$ cat src/core/uxf_pkg.sv
// How it works
// - One space-level start bit opens each character
// - Seven or eight data bits, LSB first
// - Parity only with seven data bits
// - Even parity makes mark count even
// - Receiver flags parity error on odd count
// - Odd parity makes mark count odd
// - Mark or space parity bit fixed
// - One or two mark-level stop bits close character
// - Receiver resynchronises on each start edge
// - Bad stop bit reports framing error
// - Both ends share rate and format
// - XOFF received halts data transmission
// - XON received resumes transmission
// - End-of-transmission character is flagged
// - Flow control meant for text traffic only
// - When full send XOFF then drop RTS
// - When ready raise RTS, await CTS, send XON
// - RTS exchange needs DTR, DSR and DCD
// - CTS low stops new characters
package uxf_pkg;
  localparam int OVS = 16;
  localparam logic [3:0] OVS_MID = 4'h7;
  localparam logic [3:0] OVS_LAST = 4'hF;
  localparam logic [15:0] DIV_RESET = 16'h0036;
  localparam logic [7:0] XOFF_RESET = 8'h13;
  localparam logic [7:0] XON_RESET = 8'h11;
  localparam logic [7:0] EOT_RESET = 8'h04;
  localparam int FIFO_DEPTH = 8;
  typedef enum logic [1:0] {UXF_PAR_EVEN, UXF_PAR_ODD, UXF_PAR_MARK, UXF_PAR_SPACE} uxf_par_type;
  typedef enum {UXF_TX_IDLE, UXF_TX_START, UXF_TX_DATA, UXF_TX_PAR, UXF_TX_STOP} uxf_tx_type;
  typedef enum {UXF_RX_IDLE, UXF_RX_START, UXF_RX_DATA, UXF_RX_PAR, UXF_RX_STOP} uxf_rx_type;
  typedef enum {UXF_FC_READY, UXF_FC_SEND_OFF, UXF_FC_DROP, UXF_FC_HELD, UXF_FC_WAIT_CTS,
    UXF_FC_SEND_ON} uxf_fc_type;
endpackage : uxf_pkg

$ cat src/core/uxf_uart.sv
`timescale 1ns/100ps
module uxf_uart #(
  parameter int FIFO_W = 8,
  parameter int FIFO_D = uxf_pkg::FIFO_DEPTH
) (
  // Clock and reset
  input wire logic mclk,
  input wire logic arst_n,
  // Configuration
  input wire logic [15:0] baud_div,
  input wire logic data_eight,
  input wire uxf_pkg::uxf_par_type par_mode,
  input wire logic stop_two,
  input wire logic sw_flow_en,
  input wire logic hw_flow_en,
  input wire logic [7:0] xoff_char,
  input wire logic [7:0] xon_char,
  input wire logic [7:0] eot_char,
  // Transmit data
  input wire logic tx_valid,
  input wire logic [7:0] tx_data,
  output logic tx_ready,
  // Receive data
  output logic rx_valid,
  output logic [7:0] rx_data,
  input wire logic rx_ready,
  output logic parity_err,
  output logic frame_err,
  output logic eot_seen,
  output logic tx_halted,
  // Local readiness to accept
  input wire logic local_busy,
  // Serial line and modem
  output logic txd,
  input wire logic rxd,
  output logic dtr,
  output logic rts,
  input wire logic cts,
  input wire logic dsr,
  input wire logic dcd
);
  import uxf_pkg::*;

  // Oversampling tick
  logic [15:0] div_cnt;
  logic tick;
  always_ff @(posedge mclk or negedge arst_n) begin
    if (!arst_n) begin
      div_cnt <= '0;
      tick <= 1'b0;
    end else begin
      tick <= div_cnt == 16'h0000;
      div_cnt <= (div_cnt == 16'h0000) ? baud_div : div_cnt - 16'h0001;
    end
  end

  // Parity function
  function automatic logic par_bit(input logic [6:0] d, input uxf_par_type m);
    case (m)
      UXF_PAR_EVEN: par_bit = ^d;
      UXF_PAR_ODD: par_bit = ~^d;
      UXF_PAR_MARK: par_bit = 1'b1;
      default: par_bit = 1'b0;
    endcase
  endfunction : par_bit

  // Receiver
  uxf_rx_type rx_st;
  logic [3:0] rx_os;
  logic [2:0] rx_bit;
  logic [7:0] rx_sh;
  logic rx_perr;
  logic rx_done;
  logic rx_ferr;
  wire [2:0] rx_last = data_eight ? 3'h7 : 3'h6;
  wire rx_mid = tick && rx_os == OVS_MID;
  wire [7:0] rx_char = data_eight ? rx_sh : {1'b0, rx_sh[7:1]};
  always_ff @(posedge mclk or negedge arst_n) begin
    if (!arst_n) begin
      rx_st <= UXF_RX_IDLE;
      rx_os <= '0;
      rx_bit <= '0;
      rx_sh <= '0;
      rx_perr <= 1'b0;
      rx_done <= 1'b0;
      rx_ferr <= 1'b0;
    end else begin
      rx_done <= 1'b0;
      if (tick) begin
        rx_os <= rx_os + 4'h1;
      end
      case (rx_st)
        UXF_RX_IDLE: begin
          if (!rxd) begin
            rx_st <= UXF_RX_START;
            rx_os <= '0;
          end
        end
        UXF_RX_START: begin
          if (rx_mid) begin
            rx_os <= OVS_MID + 4'h1;
            rx_bit <= '0;
            rx_st <= rxd ? UXF_RX_IDLE : UXF_RX_DATA;
          end
        end
        UXF_RX_DATA: begin
          if (rx_mid) begin
            rx_sh <= {rxd, rx_sh[7:1]};
            rx_bit <= rx_bit + 3'h1;
            if (rx_bit == rx_last) begin
              rx_st <= data_eight ? UXF_RX_STOP : UXF_RX_PAR;
            end
          end
        end
        UXF_RX_PAR: begin
          if (rx_mid) begin
            rx_perr <= rxd != par_bit(rx_sh[7:1], par_mode);
            rx_st <= UXF_RX_STOP;
          end
        end
        default: begin
          if (rx_mid) begin
            rx_ferr <= !rxd;
            if (data_eight) begin
              rx_perr <= 1'b0;
            end
            rx_done <= 1'b1;
            rx_st <= UXF_RX_IDLE;
          end
        end
      endcase
    end
  end

  // Received character decode
  wire is_xoff = sw_flow_en && rx_char == xoff_char;
  wire is_xon = sw_flow_en && rx_char == xon_char;
  wire rx_keep = rx_done && !is_xoff && !is_xon;
  wire rxf_in_ready;
  wire rxf_valid;
  wire [7:0] rxf_data;
  logic remote_off;
  always_ff @(posedge mclk or negedge arst_n) begin
    if (!arst_n) begin
      remote_off <= 1'b0;
      parity_err <= 1'b0;
      frame_err <= 1'b0;
      eot_seen <= 1'b0;
    end else begin
      if (rx_done && is_xoff) begin
        remote_off <= 1'b1;
      end else if ((rx_done && is_xon) || !sw_flow_en) begin
        remote_off <= 1'b0;
      end
      parity_err <= rx_done && !data_eight && rx_perr;
      frame_err <= rx_done && rx_ferr;
      eot_seen <= rx_done && rx_char == eot_char;
    end
  end

  uxf_fifo #(.WIDTH(FIFO_W), .DEPTH(FIFO_D)) u_rx_fifo (
    .mclk(mclk),
    .arst_n(arst_n),
    .in_valid(rx_keep),
    .in_data(rx_char),
    .in_ready(rxf_in_ready),
    .out_valid(rxf_valid),
    .out_data(rxf_data),
    .out_ready(rx_ready && !rx_valid)
  );

  // Receive output stage
  always_ff @(posedge mclk or negedge arst_n) begin
    if (!arst_n) begin
      rx_valid <= 1'b0;
      rx_data <= '0;
    end else if (rx_valid) begin
      rx_valid <= 1'b0;
    end else if (rxf_valid && rx_ready) begin
      rx_valid <= 1'b1;
      rx_data <= rxf_data;
    end
  end

  // Modem-side flow sequencer
  uxf_fc_type fc_st;
  wire link_up = dtr && dsr && dcd;
  wire want_stop = local_busy || !rxf_in_ready;
  logic fc_send;
  logic [7:0] fc_char;
  logic tx_busy;
  always_ff @(posedge mclk or negedge arst_n) begin
    if (!arst_n) begin
      fc_st <= UXF_FC_READY;
      rts <= 1'b0;
      dtr <= 1'b0;
      fc_send <= 1'b0;
      fc_char <= '0;
    end else begin
      dtr <= 1'b1;
      fc_send <= 1'b0;
      case (fc_st)
        UXF_FC_READY: begin
          rts <= link_up;
          if (link_up && want_stop) begin
            fc_st <= sw_flow_en ? UXF_FC_SEND_OFF : UXF_FC_DROP;
          end
        end
        UXF_FC_SEND_OFF: begin
          if (!tx_busy && !tx_ready) begin
            fc_send <= 1'b1;
            fc_char <= xoff_char;
            fc_st <= UXF_FC_DROP;
          end
        end
        UXF_FC_DROP: begin
          if (!tx_busy && !fc_send) begin
            rts <= 1'b0;
            fc_st <= UXF_FC_HELD;
          end
        end
        UXF_FC_HELD: begin
          if (!want_stop && link_up) begin
            rts <= 1'b1;
            fc_st <= UXF_FC_WAIT_CTS;
          end
        end
        UXF_FC_WAIT_CTS: begin
          if (cts) begin
            fc_st <= sw_flow_en ? UXF_FC_SEND_ON : UXF_FC_READY;
          end
        end
        default: begin
          if (!tx_busy && !tx_ready) begin
            fc_send <= 1'b1;
            fc_char <= xon_char;
            fc_st <= UXF_FC_READY;
          end
        end
      endcase
    end
  end

  // Transmitter
  uxf_tx_type tx_st;
  logic [3:0] tx_os;
  logic [2:0] tx_bit;
  logic [7:0] tx_sh;
  logic tx_stop2;
  logic tx_par;
  wire [7:0] tx_load = fc_send ? fc_char : tx_data;
  wire [2:0] tx_last = data_eight ? 3'h7 : 3'h6;
  wire tx_end = tick && tx_os == OVS_LAST;
  wire data_ok = !remote_off && !(hw_flow_en && !cts);
  wire data_go = tx_valid && tx_ready;
  assign tx_busy = tx_st != UXF_TX_IDLE;
  always_ff @(posedge mclk or negedge arst_n) begin
    if (!arst_n) begin
      tx_st <= UXF_TX_IDLE;
      tx_os <= '0;
      tx_bit <= '0;
      tx_sh <= '0;
      tx_stop2 <= 1'b0;
      tx_par <= 1'b0;
      txd <= 1'b1;
      tx_ready <= 1'b0;
      tx_halted <= 1'b0;
    end else begin
      tx_halted <= !data_ok;
      tx_ready <= 1'b0;
      if (tick) begin
        tx_os <= tx_os + 4'h1;
      end
      case (tx_st)
        UXF_TX_IDLE: begin
          txd <= 1'b1;
          if (fc_send || data_go) begin
            tx_sh <= tx_load;
            tx_par <= par_bit(tx_load[6:0], par_mode);
            tx_st <= UXF_TX_START;
            tx_os <= '0;
            txd <= 1'b0;
          end else begin
            tx_ready <= data_ok && !tx_ready && fc_st != UXF_FC_SEND_OFF
              && fc_st != UXF_FC_SEND_ON;
          end
        end
        UXF_TX_START: begin
          if (tx_end) begin
            tx_bit <= '0;
            txd <= tx_sh[0];
            tx_st <= UXF_TX_DATA;
          end
        end
        UXF_TX_DATA: begin
          if (tx_end) begin
            tx_bit <= tx_bit + 3'h1;
            tx_sh <= {1'b0, tx_sh[7:1]};
            if (tx_bit == tx_last) begin
              tx_stop2 <= stop_two;
              if (data_eight) begin
                txd <= 1'b1;
                tx_st <= UXF_TX_STOP;
              end else begin
                txd <= tx_par;
                tx_st <= UXF_TX_PAR;
              end
            end else begin
              txd <= tx_sh[1];
            end
          end
        end
        UXF_TX_PAR: begin
          if (tx_end) begin
            txd <= 1'b1;
            tx_st <= UXF_TX_STOP;
          end
        end
        default: begin
          if (tx_end) begin
            if (tx_stop2) begin
              tx_stop2 <= 1'b0;
            end else begin
              tx_st <= UXF_TX_IDLE;
            end
          end
        end
      endcase
    end
  end
endmodule : uxf_uart

$ cat src/core/uxf_fifo.sv
`timescale 1ns/100ps
module uxf_fifo #(
  parameter int WIDTH = 8,
  parameter int DEPTH = 8
) (
  // Clock and reset
  input wire logic mclk,
  input wire logic arst_n,
  // Fill side
  input wire logic in_valid,
  input wire logic [WIDTH-1:0] in_data,
  output logic in_ready,
  // Drain side
  output logic out_valid,
  output logic [WIDTH-1:0] out_data,
  input wire logic out_ready
);
  localparam int AW = $clog2(DEPTH);
  logic [WIDTH-1:0] mem [DEPTH];
  logic [AW-1:0] wr_ptr;
  logic [AW-1:0] rd_ptr;
  logic [AW:0] count;
  wire push = in_valid && in_ready;
  wire pop = out_valid && out_ready;
  assign in_ready = count != (AW+1)'(DEPTH);
  assign out_valid = count != '0;
  assign out_data = mem[rd_ptr];
  always_ff @(posedge mclk) begin
    if (push) begin
      mem[wr_ptr] <= in_data;
    end
  end
  always_ff @(posedge mclk or negedge arst_n) begin
    if (!arst_n) begin
      wr_ptr <= '0;
      rd_ptr <= '0;
      count <= '0;
    end else begin
      if (push) begin
        wr_ptr <= (wr_ptr == AW'(DEPTH - 1)) ? '0 : wr_ptr + 1'b1;
      end
      if (pop) begin
        rd_ptr <= (rd_ptr == AW'(DEPTH - 1)) ? '0 : rd_ptr + 1'b1;
      end
      count <= count + (AW+1)'(push) - (AW+1)'(pop);
    end
  end
endmodule : uxf_fifo

$ cat config.mk
export PLATFORM = sky130hd
export DESIGN_NAME = uxf_uart
export DESIGN_NICKNAME = d
export VERILOG_FILES = /design/src/core/uxf_pkg.sv /design/src/core/uxf_uart.sv /design/src/core/uxf_fifo.sv
export SDC_FILE = /design/constraint.sdc
export NUM_CORES = 1
export LEC_CHECK = 0
export BUFFER_PORTS_ARGS = -buffer_cell sky130_fd_sc_hd__clkbuf_2
export CAP_MARGIN = 20
export CORE_MARGIN = 3
export CORE_UTILIZATION = 30
export DETAILED_ROUTE_END_ITERATION = 8
export PLACE_DENSITY = 0.59
export SYNTH_ARGS = -nofsm -noshare
export SYNTH_HDL_FRONTEND = slang
export SYNTH_SLANG_ARGS = --single-unit
$ cat constraint.sdc
create_clock -name mclk -period 2.6 [get_ports mclk]
set_input_delay 0.52 -clock mclk [delete_from_list [all_inputs] [get_ports mclk]]
set_output_delay 0.52 -clock mclk [all_outputs]
set_load 0.01 [all_outputs]
---- Word-level counts from Yosys, hierarchy flattened ----
Memories as Yosys holds them, arrays and structs flattened. A register that Yosys moved wholly into a read port is not among the register bits.
Index checks and enable logic that the tools add are counted.
word-level totals
  register bits ........................... 177
  latch bits .............................. 0
  bits in writable memories ............... 64
  memory bits (read-only) ................. 0
  output and inout port bits .............. 17
  logic and storage cells ................. 259
  memories kept ........................... 1
operators by class
  add/subtract/negate cells ............... 9
  multipliers ............................. 0
  div/mod/pow operators ................... 0
  magnitude comparators ................... 0
  eq/ne operators ......................... 41
  shift-type cells ........................ 0
  mux-type cells .......................... 85
  bitwise logic cells ..................... 5
  reduce and logical (&&, ||, !) cells .... 87
memories
  memory         words  width  read ports  clocked after Yosys merged registers in  wr ports  line            RTL
  u_rx_fifo.mem  8      8      1           1                                        1         uxf_fifo.sv:19  logic [WIDTH-1:0] mem [DEPTH];
operator list
  kind                                                                      number
  32-bit 2-to-1 mux                                                         19
  32-bit case mux with 4 select lines                                       2
  32-bit by 2-bit equality test with 1-bit output, second input constant    6
  32-bit case mux with 5 select lines                                       1
  32-bit by 1-bit equality test with 1-bit output, second input constant    3
  32-bit logical NOT                                                        3
  8-bit 2-to-1 mux                                                          6
  32-bit by 3-bit equality test with 1-bit output, second input constant    1
  32-bit by 2-bit inequality test with 1-bit output, second input constant  1
  32-bit by 4-bit inequality test with 1-bit output, second input constant  1
  8-bit case mux with 2 select lines                                        2
  32-bit nonzero test                                                       1
  2-bit inequality test, second input constant                              15
  1-bit 2-to-1 mux                                                          29
  1-bit logical AND                                                         28
  8-bit equality test                                                       3
  3-bit 2-to-1 mux                                                          8
  4-bit 2-to-1 mux                                                          6
  3-bit AND reduction                                                       6
  1-bit logical NOT                                                         16
  16-bit logical NOT                                                        1
  16-bit 2-to-1 mux                                                         1
  16-bit by 1-bit subtractor with 16-bit output, second input constant      1
  2-bit nonzero test                                                        7
  other kinds (33)                                                          60

---- Logic depth before layout (Yosys ltp) ----
Gate-level depths: netlist of run 1.
  depth after elaboration ................. 9
  gate-level depth with buffers ........... 12
  depth with buffers taken out ............ 10

---- Modules after synthesis ----
Synthesis of run 1 repeated with hierarchy kept, for this count alone.
second synthesis, totals
  cell total of the unflattened synthesis .. 681
  area total of the unflattened synthesis .. 8184.1 sq um
modules (own cells, without submodules)
  module    times used  cells each  area an instance (sq um)  seq. area each (sq um)
  uxf_uart  1           532         5092.4                    2203.4
  uxf_fifo  1           149         3091.7                    2172.1

---- Least setup slack after synthesis of run 1 ----
OpenSTA, ideal clock, no wires.
  path kind ............................... input port to flip-flop
  from .................................... input port data_eight
  to ...................................... memory u_rx_fifo.mem[4][0] (enable)
  setup time .............................. 398 ps
  arrival time ............................ 2488 ps
  data required time ...................... 2202 ps
  setup slack ............................. -285 ps
  cell stages on the path ................. 8
  buffers on the path ..................... 2
  path through ............................ buf_6 mux2i_2 xnor2_1 nor3_1 nand3_1 nand4b_2 buf_6 nor4b_1
on the way
  word-level cells in the longest chain between the ends .. 9
ends and longest elaborated chain
  what                                        line             RTL
  start: declaration                          uxf_uart.sv:11   input wire logic data_eight,
  8-bit 2-to-1 mux (*)                        uxf_uart.sv:77   wire [7:0] rx_char = data_eight ? rx_sh : {1'b0, rx_sh[7:1]};
  8-bit equality test                         uxf_uart.sv:136  wire is_xoff = sw_flow_en && rx_char == xoff_char;
  1-bit logical AND                           uxf_uart.sv:136
  1-bit logical NOT                           uxf_uart.sv:138  wire rx_keep = rx_done && !is_xoff && !is_xon;
  1-bit logical AND                           uxf_uart.sv:138
  1-bit logical AND (*)                       uxf_uart.sv:138
  1-bit logical AND (*)                       uxf_fifo.sv:23   wire push = in_valid && in_ready;
  1-bit 2-to-1 mux (*)                        uxf_fifo.sv:29   if (push) begin
  1-bit 2-to-1 mux (not written as such) (*)  uxf_fifo.sv:30   mem[wr_ptr] <= in_data;
  end: declaration                            uxf_fifo.sv:19
Every way passes the cells marked *; elsewhere a longest branch is shown, timed or not.

---- Worst setup path after layout of run 1 ----
  from .................................... register div_cnt[7]
  to ...................................... register div_cnt[13]
on the way
  word-level cells in the longest chain between the ends .. 2
ends and longest elaborated chain
  what                                                                                        line            RTL
  start: declaration                                                                          uxf_uart.sv:45  logic [15:0] div_cnt;
  start signal: assignment                                                                    uxf_uart.sv:53  div_cnt <= (div_cnt == 16'h0000) ? baud_div : div_cnt - 16'h0001;
  16-bit by 1-bit subtractor with 16-bit output / 16-bit logical NOT (equally long branches)  uxf_uart.sv:53
  16-bit 2-to-1 mux (*)                                                                       uxf_uart.sv:53
Marked as above.
A chain may end at the register's enable or synchronous reset.

==> impl_metrics.env, run 1 <==
export IMPL_outcome="finished, final reports clean"
export IMPL_cts_sink_count=162
export IMPL_die_width_um=170.4
export IMPL_seq_area_frac_synth_pct=53.95
export IMPL_netlist_area_mm2=0.008110
export IMPL_syn_instance_count=705
export IMPL_drc=0
export IMPL_place_congestion=0.7829
export IMPL_detailedRoute_firstPassIterationCount=5
export IMPL_cp_cell_sequence="or3_4 -> or4_4 -> nor3_4 -> nand4_4 -> nor2_1 -> a21oi_1"
export IMPL_slowest_stage_cell_on_the_critical_path="or4_4"
export IMPL_fp_coreArea_mm2=0.02628
export IMPL_rows=59
export IMPL_grt_start_max_net_pins=44
export IMPL_finish_instance_area_mm2=0.009654
export IMPL_synth_edff_count=64
export IMPL_boundaryPins=80
export IMPL_tritoncts="yes"
export IMPL_dp_hpwl_mm=13.18
export IMPL_worst_clock_skew_ps=22.14
export IMPL_design_power_total_mw=7.483
export IMPL_layout_filler_cells=2581
export IMPL_crit_path_end="div_cnt[13]$_DFF_PN0_"
export IMPL_reg2regPathDepth=6
export IMPL_grt_pass1_wl_mm=29.15
export IMPL_timing_final_hold_violations=0
export IMPL_initial_core_util_pct=30.86
export IMPL_drt_iter0_markers=346
export IMPL_r2r_start="div_cnt[7]$_DFF_PN0_"
export IMPL_vias=5479
export IMPL_hold_path_class="in2async"
export IMPL_irDropWorstVdd_v=0.0004039
export IMPL_detailed_route_wire_length_mm=17.85
export IMPL_number_of_buffers_added_by_the_clock_tree_synthesis_step=17
export IMPL_instance_count_on_the_critical_path=6
export IMPL_clk_root_buffer_cell="clkbuf_16"
export IMPL_grt_util_all_layers_pct=12.77
export IMPL_timing_slew_headroom_pct=50.63
export IMPL_worstSetupStartpointType="flip-flop"
export IMPL_port_buffers=79
export IMPL_globalRouteOverflowTotal=0
export IMPL_max_cap_viol_count=0
export IMPL_crit_arrival_ps=2690
export IMPL_synth_nets=785
export IMPL_die_area_mm2=0.02904
export IMPL_placedInstanceArea_mm2=0.009026
export IMPL_count_of_yosys_warnings_during_synthesis=0
export IMPL_achievable_frequency_mhz=418.1
export IMPL_cts_max_level=4
export IMPL_ctsLongestPathBuffers=2
export IMPL_cts_hold_buffers=0
export IMPL_finalSetupViolCount=0
export IMPL_async_flop_share_pct=60.49
export IMPL_cts_clk_slew_worst_paths_ps=80
export IMPL_synth_commonest_cells="dfrtp_1, nand2_1, nor2_1"
export IMPL_final_layout_size_suffix_gt1_share_pct=23.96
export IMPL_pwr_density_cell_mw_per_mm2=775.1
export IMPL_design_final_nets=885
export IMPL_viasPerCell=4.752
export IMPL_reg2reg_slack_ps=210
export IMPL_crit_path_buffers_inverters=0
export IMPL_worst_path_fanout_max=33
export IMPL_post_drt_wl_per_cell_um=15.48
export IMPL_worst_setup_path_startpoint="div_cnt[7]$_DFF_PN0_"
export IMPL_cp_data_required_time_ps=2900
export IMPL_cp_slowest_stage_delay_ps=460
export IMPL_chipHeight_um=170.4
export IMPL_synth_cell_type_count=62
export IMPL_avgSynthCellArea_um2=11.50
export IMPL_source_to_sink_clock_delay_at_the_later_pin_of_the_worst_skew_pair_ps=430
export IMPL_grt_antenna_before_repair=0
export IMPL_worst_slew_pin_transition_ps=740.5
export IMPL_cp_top_family="simple AND/OR/NAND/NOR gates"
export IMPL_period_utilization_post_route_pct=91.98
export IMPL_first_global_vias=5346
export IMPL_yosys_most_used_dff="dfrtp_1"
export IMPL_yosysMostFrequentCell="dfrtp_1"
export IMPL_critical_path_reg2reg_endpoint="div_cnt[13]$_DFF_PN0_"
export IMPL_final_max_slew_violation_count=0
export IMPL_n_antenna_cell=0
export IMPL_synth_top_cell_area_share_pct=29.93
export IMPL_power_leakage_nw=3.867
export IMPL_cp_end_kind="flip-flop"
export IMPL_post_route_min_period_ps=2392
export IMPL_synthTopCellsByArea="dfrtp_1, edfxtp_1, mux4_2, mux2i_1, xnor2_1"
export IMPL_timing_worst_setup_path_type="reg2reg"
export IMPL_synthToLayoutAreaGrowth_pct=19.04
export IMPL_detail_route_antenna_nets=0
export IMPL_yosysTopAreaCell="dfrtp_1"
export IMPL_ys_ff_latch=162
export IMPL_rsz0062_at_grt="no"
## state kept, by name, indices dropped and copies added, names as in the netlist, 4 cells and up
register / flops
fc_char: 8
div_cnt: 16
tx_os: 4
u_rx_fifo.count: 4
tx_sh: 8
rx_data: 8
rx_sh: 8
rx_os: 4
u_rx_fifo.mem: 64
## cells in the final DEF (no fill, tap or decap), types with 34 or more instances in the layout
cell type and count:
xnor2_1 37, edfxtp_1 64, dfrtp_1 96, a21oi_1 36
nor2_1 67, o21ai_0 44, nand2_1 68, mux2i_1 34
clkbuf_2 78, buf_4 36
## cell families (layout without fill, tap and decap cells)
logic type,Yosys count,in the layout,synth area share [%]
compound gates,120,120,8.747
xor+xnor,64,64,6.911
fa+ha+maj,17,17,2.715
buf+inv,62,175,3.564
flops,162,162,53.95
mux,69,69,11.56
other cells,1,1,0.04624
simple gates,210,210,12.51
## where the power goes
group	internal, mW	total [mW]	switching, mW	leakage (nW)
logic	0.736	1.48	0.743	1.93
clock network	1.33	2.57	1.25	0.302
registers	3.01	3.43	0.425	1.64
## metal layers
layer / track usage [%] / part of all wire, % / up-vias / wire length, µm
li1: - / - / 2719 / -
met1: 17.69 / 47 / 2643 / 8477
met2: 20.45 / 48 / 107 / 8531
met3: 2.230 / 3.7 / 10 / 666
met4: 4.056 / 0.96 / 0 / 172
met5: 0 / 0 / - / 0
## final cells by class
type,count,area (µm²),area share (%)
flip-flops and latches,162,4377,45.33
multi-input cells,481,3446,35.69
repair buffers,115,680.7,7.050
clock buffers,17,425.4,4.406
well taps,335,419.2,4.342
clock inverters,15,201.4,2.087
inverters,28,105.1,1.089
## timing repair
item / in CTS / in global routing
endpoints found under the hold margin: 0 / 0
setup endpoints to repair: 0 / 1
gates resized for setup: 0 / 1
buffers inserted: 0 / 0
## worst min path at each step
stage | start | endpoint | slack, ps | depth (start not counted)
floorplan | arst_n | div_cnt[0]$_DFF_PN0_ | 220 | 0
global placement | rx_ferr$_DFFE_PN0P_ | rx_ferr$_DFFE_PN0P_ | 460 | 2
detailed placement | tx_sh[5]$_DFFE_PN0P_ | tx_sh[5]$_DFFE_PN0P_ | 470 | 2
CTS | arst_n | tx_sh[4]$_DFFE_PN0P_ | 100 | 1
global route | arst_n | frame_err$_DFF_PN0_ | 140 | 1
finish | arst_n | frame_err$_DFF_PN0_ | 90 | 1
## metrics by stage
stage	instances	setup WS, ps	util [%]	TNS (ps)	hold slack, ps
finish	1153	208.4	36.74	0	89.36
global route	1153	20.91	36.74	0	136.6
CTS	1153	190.9	36.73	0	104.2
detailed placement	1121	-61.44	34.35	-748.6	465.4
global placement	1121	-17.25	34.35	-223.6	455.6
floorplan	705	-285.4	-	-9722	224.4
No activity file was read; power rests on OpenSTA's default activity.
==> run 2, diff against run 1 <==
--- a/config.mk
+++ b/config.mk
@@ -10,7 +10,9 @@
 export CORE_MARGIN = 3
 export CORE_UTILIZATION = 30
 export DETAILED_ROUTE_END_ITERATION = 8
+export GPL_TIMING_DRIVEN = 1
 export PLACE_DENSITY = 0.59
+export SETUP_SLACK_MARGIN = 0.2
 export SYNTH_ARGS = -nofsm -noshare
 export SYNTH_HDL_FRONTEND = slang
 export SYNTH_SLANG_ARGS = --single-unit
==> constraint.sdc (replaced) <==
create_clock -name mclk -period 2.6 [get_ports mclk]
set_input_delay 0.39 -clock mclk [delete_from_list [all_inputs] [get_ports mclk]]
set_output_delay 0.39 -clock mclk [all_outputs]
set_load 0.01 [all_outputs]
==> run 2 against run 1 <==
Compared with the run above:
- routed wire length grew 1.9%
- utilization grew 0.11 points
- combinational power grew 5%
- clock power shrank 3%
- via count grew 1.7%
- register-to-register slack gained 100 ps
- die area is the same
- first-iteration DRC count shrank 14%
- maximum frequency grew 4.4%
- cell area grew 0.30%
- final cell count grew 0.26%
- worst setup slack gained 100 ps
- critical endpoint is now u_rx_fifo.count[3]$_DFF_PN0_
==> impl_metrics.env, run 2 (synthesized netlist as in run 1, its figures left out) <==
export IMPL_globalRouteOverflowTotal=0
export IMPL_reg2reg_slack_ps=310
export IMPL_critical_path_reg2reg_endpoint="u_rx_fifo.count[3]$_DFF_PN0_"
export IMPL_detailedRoute_firstPassIterationCount=4
export IMPL_cts_max_level=4
export IMPL_drc=0
export IMPL_period_utilization_post_route_pct=88.11
export IMPL_clk_root_buffer_cell="clkbuf_16"
export IMPL_worst_slew_pin_transition_ps=829.6
export IMPL_ctsLongestPathBuffers=2
export IMPL_crit_arrival_ps=2630
export IMPL_power_share_sequential_pct=45.7
export IMPL_grt_pass1_wl_mm=29.06
export IMPL_design_final_nets=888
export IMPL_worst_clock_skew_ps=13.00
export IMPL_cp_data_required_time_ps=2940
export IMPL_rows=59
export IMPL_viasPerCell=4.819
export IMPL_chipHeight_um=170.4
export IMPL_finalSetupViolCount=0
export IMPL_die_width_um=170.4
export IMPL_registers_top_by_ff_count="u_rx_fifo.mem"
export IMPL_place_congestion=0.8204
export IMPL_source_to_sink_clock_delay_at_the_later_pin_of_the_worst_skew_pair_ps=430
export IMPL_placedInstanceArea_mm2=0.009011
export IMPL_cts_sink_count=162
export IMPL_largestRegisters="u_rx_fifo.mem (64), div_cnt (16)"
export IMPL_worstSetupStartpointType="flip-flop"
export IMPL_post_drt_wl_per_cell_um=15.74
export IMPL_initial_core_util_pct=30.86
export IMPL_timing_worst_setup_path_type="reg2reg"
export IMPL_cp_end_kind="flip-flop"
export IMPL_hold_path_class="in2async"
export IMPL_post_route_min_period_ps=2291
export IMPL_layout_common_cells="dfrtp_1, clkbuf_2, nand2_1"
export IMPL_worst_path_fanout_max=6
export IMPL_detailed_route_wire_length_mm=18.19
export IMPL_die_area_mm2=0.02904
export IMPL_setup_total_negative_slack_ps=0
export IMPL_timing_slew_headroom_pct=44.69
export IMPL_flip_flop_count_of_the_largest_register_all_copies_and_words_added=64
export IMPL_first_global_vias=5366
export IMPL_fp_coreArea_mm2=0.02628
export IMPL_pwr_density_cell_mw_per_mm2=768.8
export IMPL_mostFrequentLayoutCell="dfrtp_1"
export IMPL_rsz0062_at_grt="no"
export IMPL_outcome="finished, final reports clean"
export IMPL_reg2regPathDepth=10
export IMPL_layout_core_utilization_pct=36.85
export IMPL_final_max_slew_violation_count=0
export IMPL_port_buffers=79
export IMPL_final_layout_size_suffix_gt1_share_pct=24.97
export IMPL_timing_final_hold_violations=0
export IMPL_grt_antenna_before_repair=0
export IMPL_max_cap_viol_count=0
export IMPL_number_of_buffers_added_by_the_clock_tree_synthesis_step=17
export IMPL_cts_clk_slew_worst_paths_ps=70
export IMPL_cell_internal_pwr_mw=5.057
export IMPL_achievable_frequency_mhz=436.5
export IMPL_grt_util_all_layers_pct=12.67
export IMPL_swShare_pct=32.07
export IMPL_comb_power_share_pct=20.9
export IMPL_irDropWorstVdd_v=0.0003910
export IMPL_power_leakage_nw=3.864
export IMPL_detail_route_antenna_nets=0
export IMPL_drt_iter0_markers=297
export IMPL_vias=5571
export IMPL_power_switching_mw=2.387
export IMPL_n_antenna_cell=0
export IMPL_synthToLayoutAreaGrowth_pct=19.39
export IMPL_tritoncts="yes"
export IMPL_finish_instance_area_mm2=0.009683
export IMPL_grt_start_max_net_pins=61
export IMPL_boundaryPins=80
export IMPL_clock_power_share_pct=33.5
export IMPL_dp_hpwl_mm=13.08
export IMPL_r2r_start="rx_sh[4]$_DFFE_PN0P_"
[run 2: how the worst max path moves through the flow]
stage | from | endpoint | slack, ps | cells after the start
after global placement | data_eight | u_rx_fifo.mem[4][6]$_DFFE_PP_ | 110 | 10
after detailed placement | data_eight | u_rx_fifo.mem[5][6]$_DFFE_PP_ | 80 | 10
after CTS | div_cnt[7]$_DFF_PN0_ | div_cnt[3]$_DFF_PN0_ | 230 | 6
after floorplan | data_eight | u_rx_fifo.mem[4][0]$_DFFE_PP_ | -160 | 8
after global routing | rx_sh[2]$_DFFE_PN0P_ | u_rx_fifo.count[1]$_DFF_PN0_ | 160 | 10
final | rx_sh[4]$_DFFE_PN0P_ | u_rx_fifo.count[3]$_DFF_PN0_ | 310 | 10
[run 2: layout make-up]
type / count / area [µm²]
fill: 2578 / 16600
tap: 335 / 419.2
clock inverter: 15 / 166.4
sequential: 162 / 4382
inverter: 28 / 105.1
multi-input combinational: 482 / 3490
timing repair buffer: 117 / 695.7
clock buffer: 17 / 425.4
[run 2: what timing repair did]
action	4_1_cts	5_1_grt
hold buffers	0	0
resized for setup	0	10
setup buffers	0	4
setup endpoints to repair	0	26
[run 2: critical path, stage by stage (launching register included)]
cell,delay (ps)
dfrtp_2,470
mux2i_4,210
xor2_1,170
nand3_1,100
nor4_2,320
nand4b_2,190
inv_1,50
ha_1,180
a21o_1,160
a21oi_1,180
xor2_1,170
[run 2: power groups by stage]
| stage | sequential, mW | clock [mW] | combinational (mW) |
|---|---|---|---|
| after global routing | 3.46 | 2.67 | 1.79 |
| after floorplan | 3.28 | 0 | 1.28 |
| after CTS | 3.40 | 2.57 | 1.56 |
| after detailed placement | 3.45 | 0 | 1.55 |
| final | 3.40 | 2.49 | 1.55 |
| after global placement | 3.45 | 0 | 1.52 |
[run 2: through the flow]
stage                     power (mW)  instances  hold WS [ps]  setup WS (ps)
final                          7.445       1156         68.80          309.1
after global routing           7.922       1156         120.7          161.0
after CTS                      7.529       1151         95.62          228.5
after detailed placement       5.003       1119         463.1          78.75
after global placement         4.971       1119         457.9          111.9
after floorplan                4.560        705         94.41         -155.4
[run 2: layer usage]
metal,share of wire [%],track usage [%],up-vias,wire (µm)
met4,1.6,3.563,0,282
li1,-,-,2725,-
met2,46,19.41,124,8379
met3,4.1,2.764,16,737
met1,48,18.17,2706,8793
met5,0,0,-,0
==> run 3, diff against run 2 <==
--- a/config.mk
+++ b/config.mk
@@ -5,13 +5,13 @@
 export SDC_FILE = /design/constraint.sdc
 export NUM_CORES = 1
 export LEC_CHECK = 0
-export BUFFER_PORTS_ARGS = -buffer_cell sky130_fd_sc_hd__clkbuf_2
+export BUFFER_PORTS_ARGS = -buffer_cell sky130_fd_sc_hd__buf_4
 export CAP_MARGIN = 20
 export CORE_MARGIN = 3
-export CORE_UTILIZATION = 30
+export CORE_UTILIZATION = 54
 export DETAILED_ROUTE_END_ITERATION = 8
 export GPL_TIMING_DRIVEN = 1
-export PLACE_DENSITY = 0.59
+export PLACE_DENSITY = 0.88
 export SETUP_SLACK_MARGIN = 0.2
 export SYNTH_ARGS = -nofsm -noshare
 export SYNTH_HDL_FRONTEND = slang
==> run 3 against run 2 <==
Compared with the run above:
- die area shrank 43%
- worst setup slack lost 63 ps
- cell area is essentially flat
- utilization grew 30 points
- total power shrank 0.62%
- hold slack gained 140 ps
- non-clock buffer count grew 2
- global-route usage grew 9.5 points
- sequential share of layout area is essentially flat
- sequential power grew 1%
- critical path type unchanged
==> impl_metrics.env, run 3 (synthesized netlist as in run 1, its figures left out) <==
export IMPL_cts_sink_count=162
export IMPL_period_utilization_post_route_pct=90.54
export IMPL_worst_path_fanout_max=6
export IMPL_cp_slowest_stage_delay_ps=480
export IMPL_r2r_start="rx_sh[2]$_DFFE_PN0P_"
export IMPL_grt_start_max_net_pins=45
export IMPL_rows=44
export IMPL_met3WireLength_um=830
export IMPL_critical_path_reg2reg_endpoint="u_rx_fifo.count[1]$_DFF_PN0_"
export IMPL_source_to_sink_clock_delay_at_the_later_pin_of_the_worst_skew_pair_ps=420
export IMPL_placedInstanceArea_mm2=0.008980
export IMPL_worst_slew_pin_transition_ps=779.5
export IMPL_worstSetupStartpointType="flip-flop"
export IMPL_design_power_total_mw=7.399
export IMPL_slowest_stage_cell_on_the_critical_path="dfrtp_2"
export IMPL_whs_ps=210.6
export IMPL_hold_path_class="in2reg"
export IMPL_crit_arrival_ps=2720
export IMPL_outcome="finished, final reports clean"
export IMPL_post_route_min_period_ps=2354
export IMPL_post_drt_wl_per_cell_um=17.57
export IMPL_largestRegisters="u_rx_fifo.mem (64), div_cnt (16)"
export IMPL_die_width_um=128.6
export IMPL_first_global_vias=5758
export IMPL_irDropWorstVdd_v=0.0005245
export IMPL_crit_path_end="u_rx_fifo.count[1]$_DFF_PN0_"
export IMPL_power_leakage_nw=3.905
export IMPL_flip_flop_count_of_the_largest_register_all_copies_and_words_added=64
export IMPL_max_cap_viol_count=0
export IMPL_reg2reg_slack_ps=250
export IMPL_finalSetupViolCount=0
export IMPL_topRoutingLayerUsed="met4"
export IMPL_design_final_nets=889
export IMPL_chipHeight_um=128.6
export IMPL_rsz0062_at_grt="yes"
export IMPL_tritoncts="yes"
export IMPL_crit_path_buffers_inverters=3
export IMPL_setup_total_negative_slack_ps=0
export IMPL_layout_common_cells="buf_4, dfrtp_1, nand2_1"
export IMPL_worst_setup_path_startpoint="rx_sh[2]$_DFFE_PN0P_"
export IMPL_globalRouteOverflowTotal=0
export IMPL_route_layer_met1_wl_mm=7.368
export IMPL_worst_clock_skew_ps=10.77
export IMPL_grt_antenna_before_repair=0
export IMPL_final_layout_size_suffix_gt1_share_pct=25.30
export IMPL_timing_worst_setup_path_type="reg2reg"
export IMPL_die_area_mm2=0.01653
export IMPL_number_of_buffers_added_by_the_clock_tree_synthesis_step=17
export IMPL_boundaryPins=80
export IMPL_place_congestion=0.8764
export IMPL_grt_util_all_layers_pct=22.21
export IMPL_initial_core_util_pct=55.59
export IMPL_cts_clk_slew_worst_paths_ps=70
export IMPL_pwr_density_cell_mw_per_mm2=764.0
export IMPL_instance_count_on_the_critical_path=10
export IMPL_wl_met2_mm=9.054
export IMPL_port_buffers=79
export IMPL_grt_pass1_wl_mm=28.77
export IMPL_drt_iter0_markers=406
export IMPL_cp_top_family="adder cells"
export IMPL_registers_top_by_ff_count="u_rx_fifo.mem"
export IMPL_vias=5802
export IMPL_clk_root_buffer_cell="clkbuf_16"
export IMPL_timing_slew_headroom_pct=48.03
export IMPL_drc=0
export IMPL_timing_final_hold_violations=0
export IMPL_ctsLongestPathBuffers=2
export IMPL_cp_cell_sequence="mux2i_4 -> xor2_1 -> nand2_1 -> nor4_4 -> nand4b_4 -> inv_1 -> ha_1 -> inv_1 -> fa_1 -> inv_1"
export IMPL_dp_hpwl_mm=12.11
export IMPL_detail_route_antenna_nets=0
export IMPL_fp_coreArea_mm2=0.01459
export IMPL_reg2regPathDepth=10
export IMPL_cp_data_required_time_ps=2960
export IMPL_viasPerCell=5.767
export IMPL_detailed_route_wire_length_mm=17.68
export IMPL_detailedRoute_firstPassIterationCount=6
export IMPL_cts_max_level=4
export IMPL_most_used_cell_cp="inv_1"
export IMPL_layout_core_utilization_pct=66.38
export IMPL_n_antenna_cell=0
export IMPL_cp_end_kind="flip-flop"
export IMPL_finish_instance_area_mm2=0.009684
export IMPL_achievable_frequency_mhz=424.8
export IMPL_final_max_slew_violation_count=0
export IMPL_mostFrequentLayoutCell="buf_4"
export IMPL_synthToLayoutAreaGrowth_pct=19.41
## run 3: worst reg2reg max path: cells and delay by family (launching register included)
| family | cells | cell delay [ps] |
|---|---|---|
| AND/OR/NAND/NOR | 3 | 580 |
| XOR/XNOR | 1 | 220 |
| flip-flops | 1 | 480 |
| adder cells (fa/ha/maj) | 2 | 600 |
| buffers and inverters | 3 | 200 |
| multiplexers | 1 | 220 |
## run 3: layout make-up
class	count	area (µm²)
fill	1021	4905
sequential	162	4382
multi-input combinational	481	3506
timing repair buffer	119	908.4
clock buffer	21	457.9
tap	184	230.2
inverter	28	105.1
clock inverter	11	95.09
## run 3: what timing repair did
item	in CTS	in global routing
resized for setup	0	15
hold buffers	1	0
setup buffers	0	10
setup endpoints to repair	0	69
hold endpoints to repair	41	0
## run 3: how the worst min path moves through the flow
stage                     start                    end  cells after the start
floorplan                arst_n   div_cnt[0]$_DFF_PN0_                      0
global placement         arst_n  tx_bit[0]$_DFFE_PN0P_                      1
detailed placement       arst_n  tx_bit[0]$_DFFE_PN0P_                      1
CTS                 baud_div[0]   div_cnt[0]$_DFF_PN0_                      3
global route        baud_div[0]   div_cnt[0]$_DFF_PN0_                      3
finish              baud_div[1]   div_cnt[1]$_DFF_PN0_                      3
## run 3: per-layer routing
| metal | GRT usage [%] | vias up |
|---|---|---|
| li1 | - | 2719 |
| met1 | 28.84 | 2845 |
| met2 | 37.30 | 205 |
| met3 | 4.442 | 33 |
| met4 | 8.091 | 0 |
| met5 | 0 | - |
## run 3: power by group
part           leakage (nW)  internal (mW)  switching [mW]
Combinational          2.00          0.806           0.808
Clock                 0.273           1.30            1.05
Sequential             1.63           3.01           0.430
## run 3: through the flow
step / instances / setup slack [ps]
3_3_place_gp: 963 / 170.2
3_5_place_dp: 963 / 64.33
2_1_floorplan: 705 / -155.4
5_1_grt: 1006 / 112.3
4_1_cts: 996 / 211.0
6_report: 1006 / 245.9
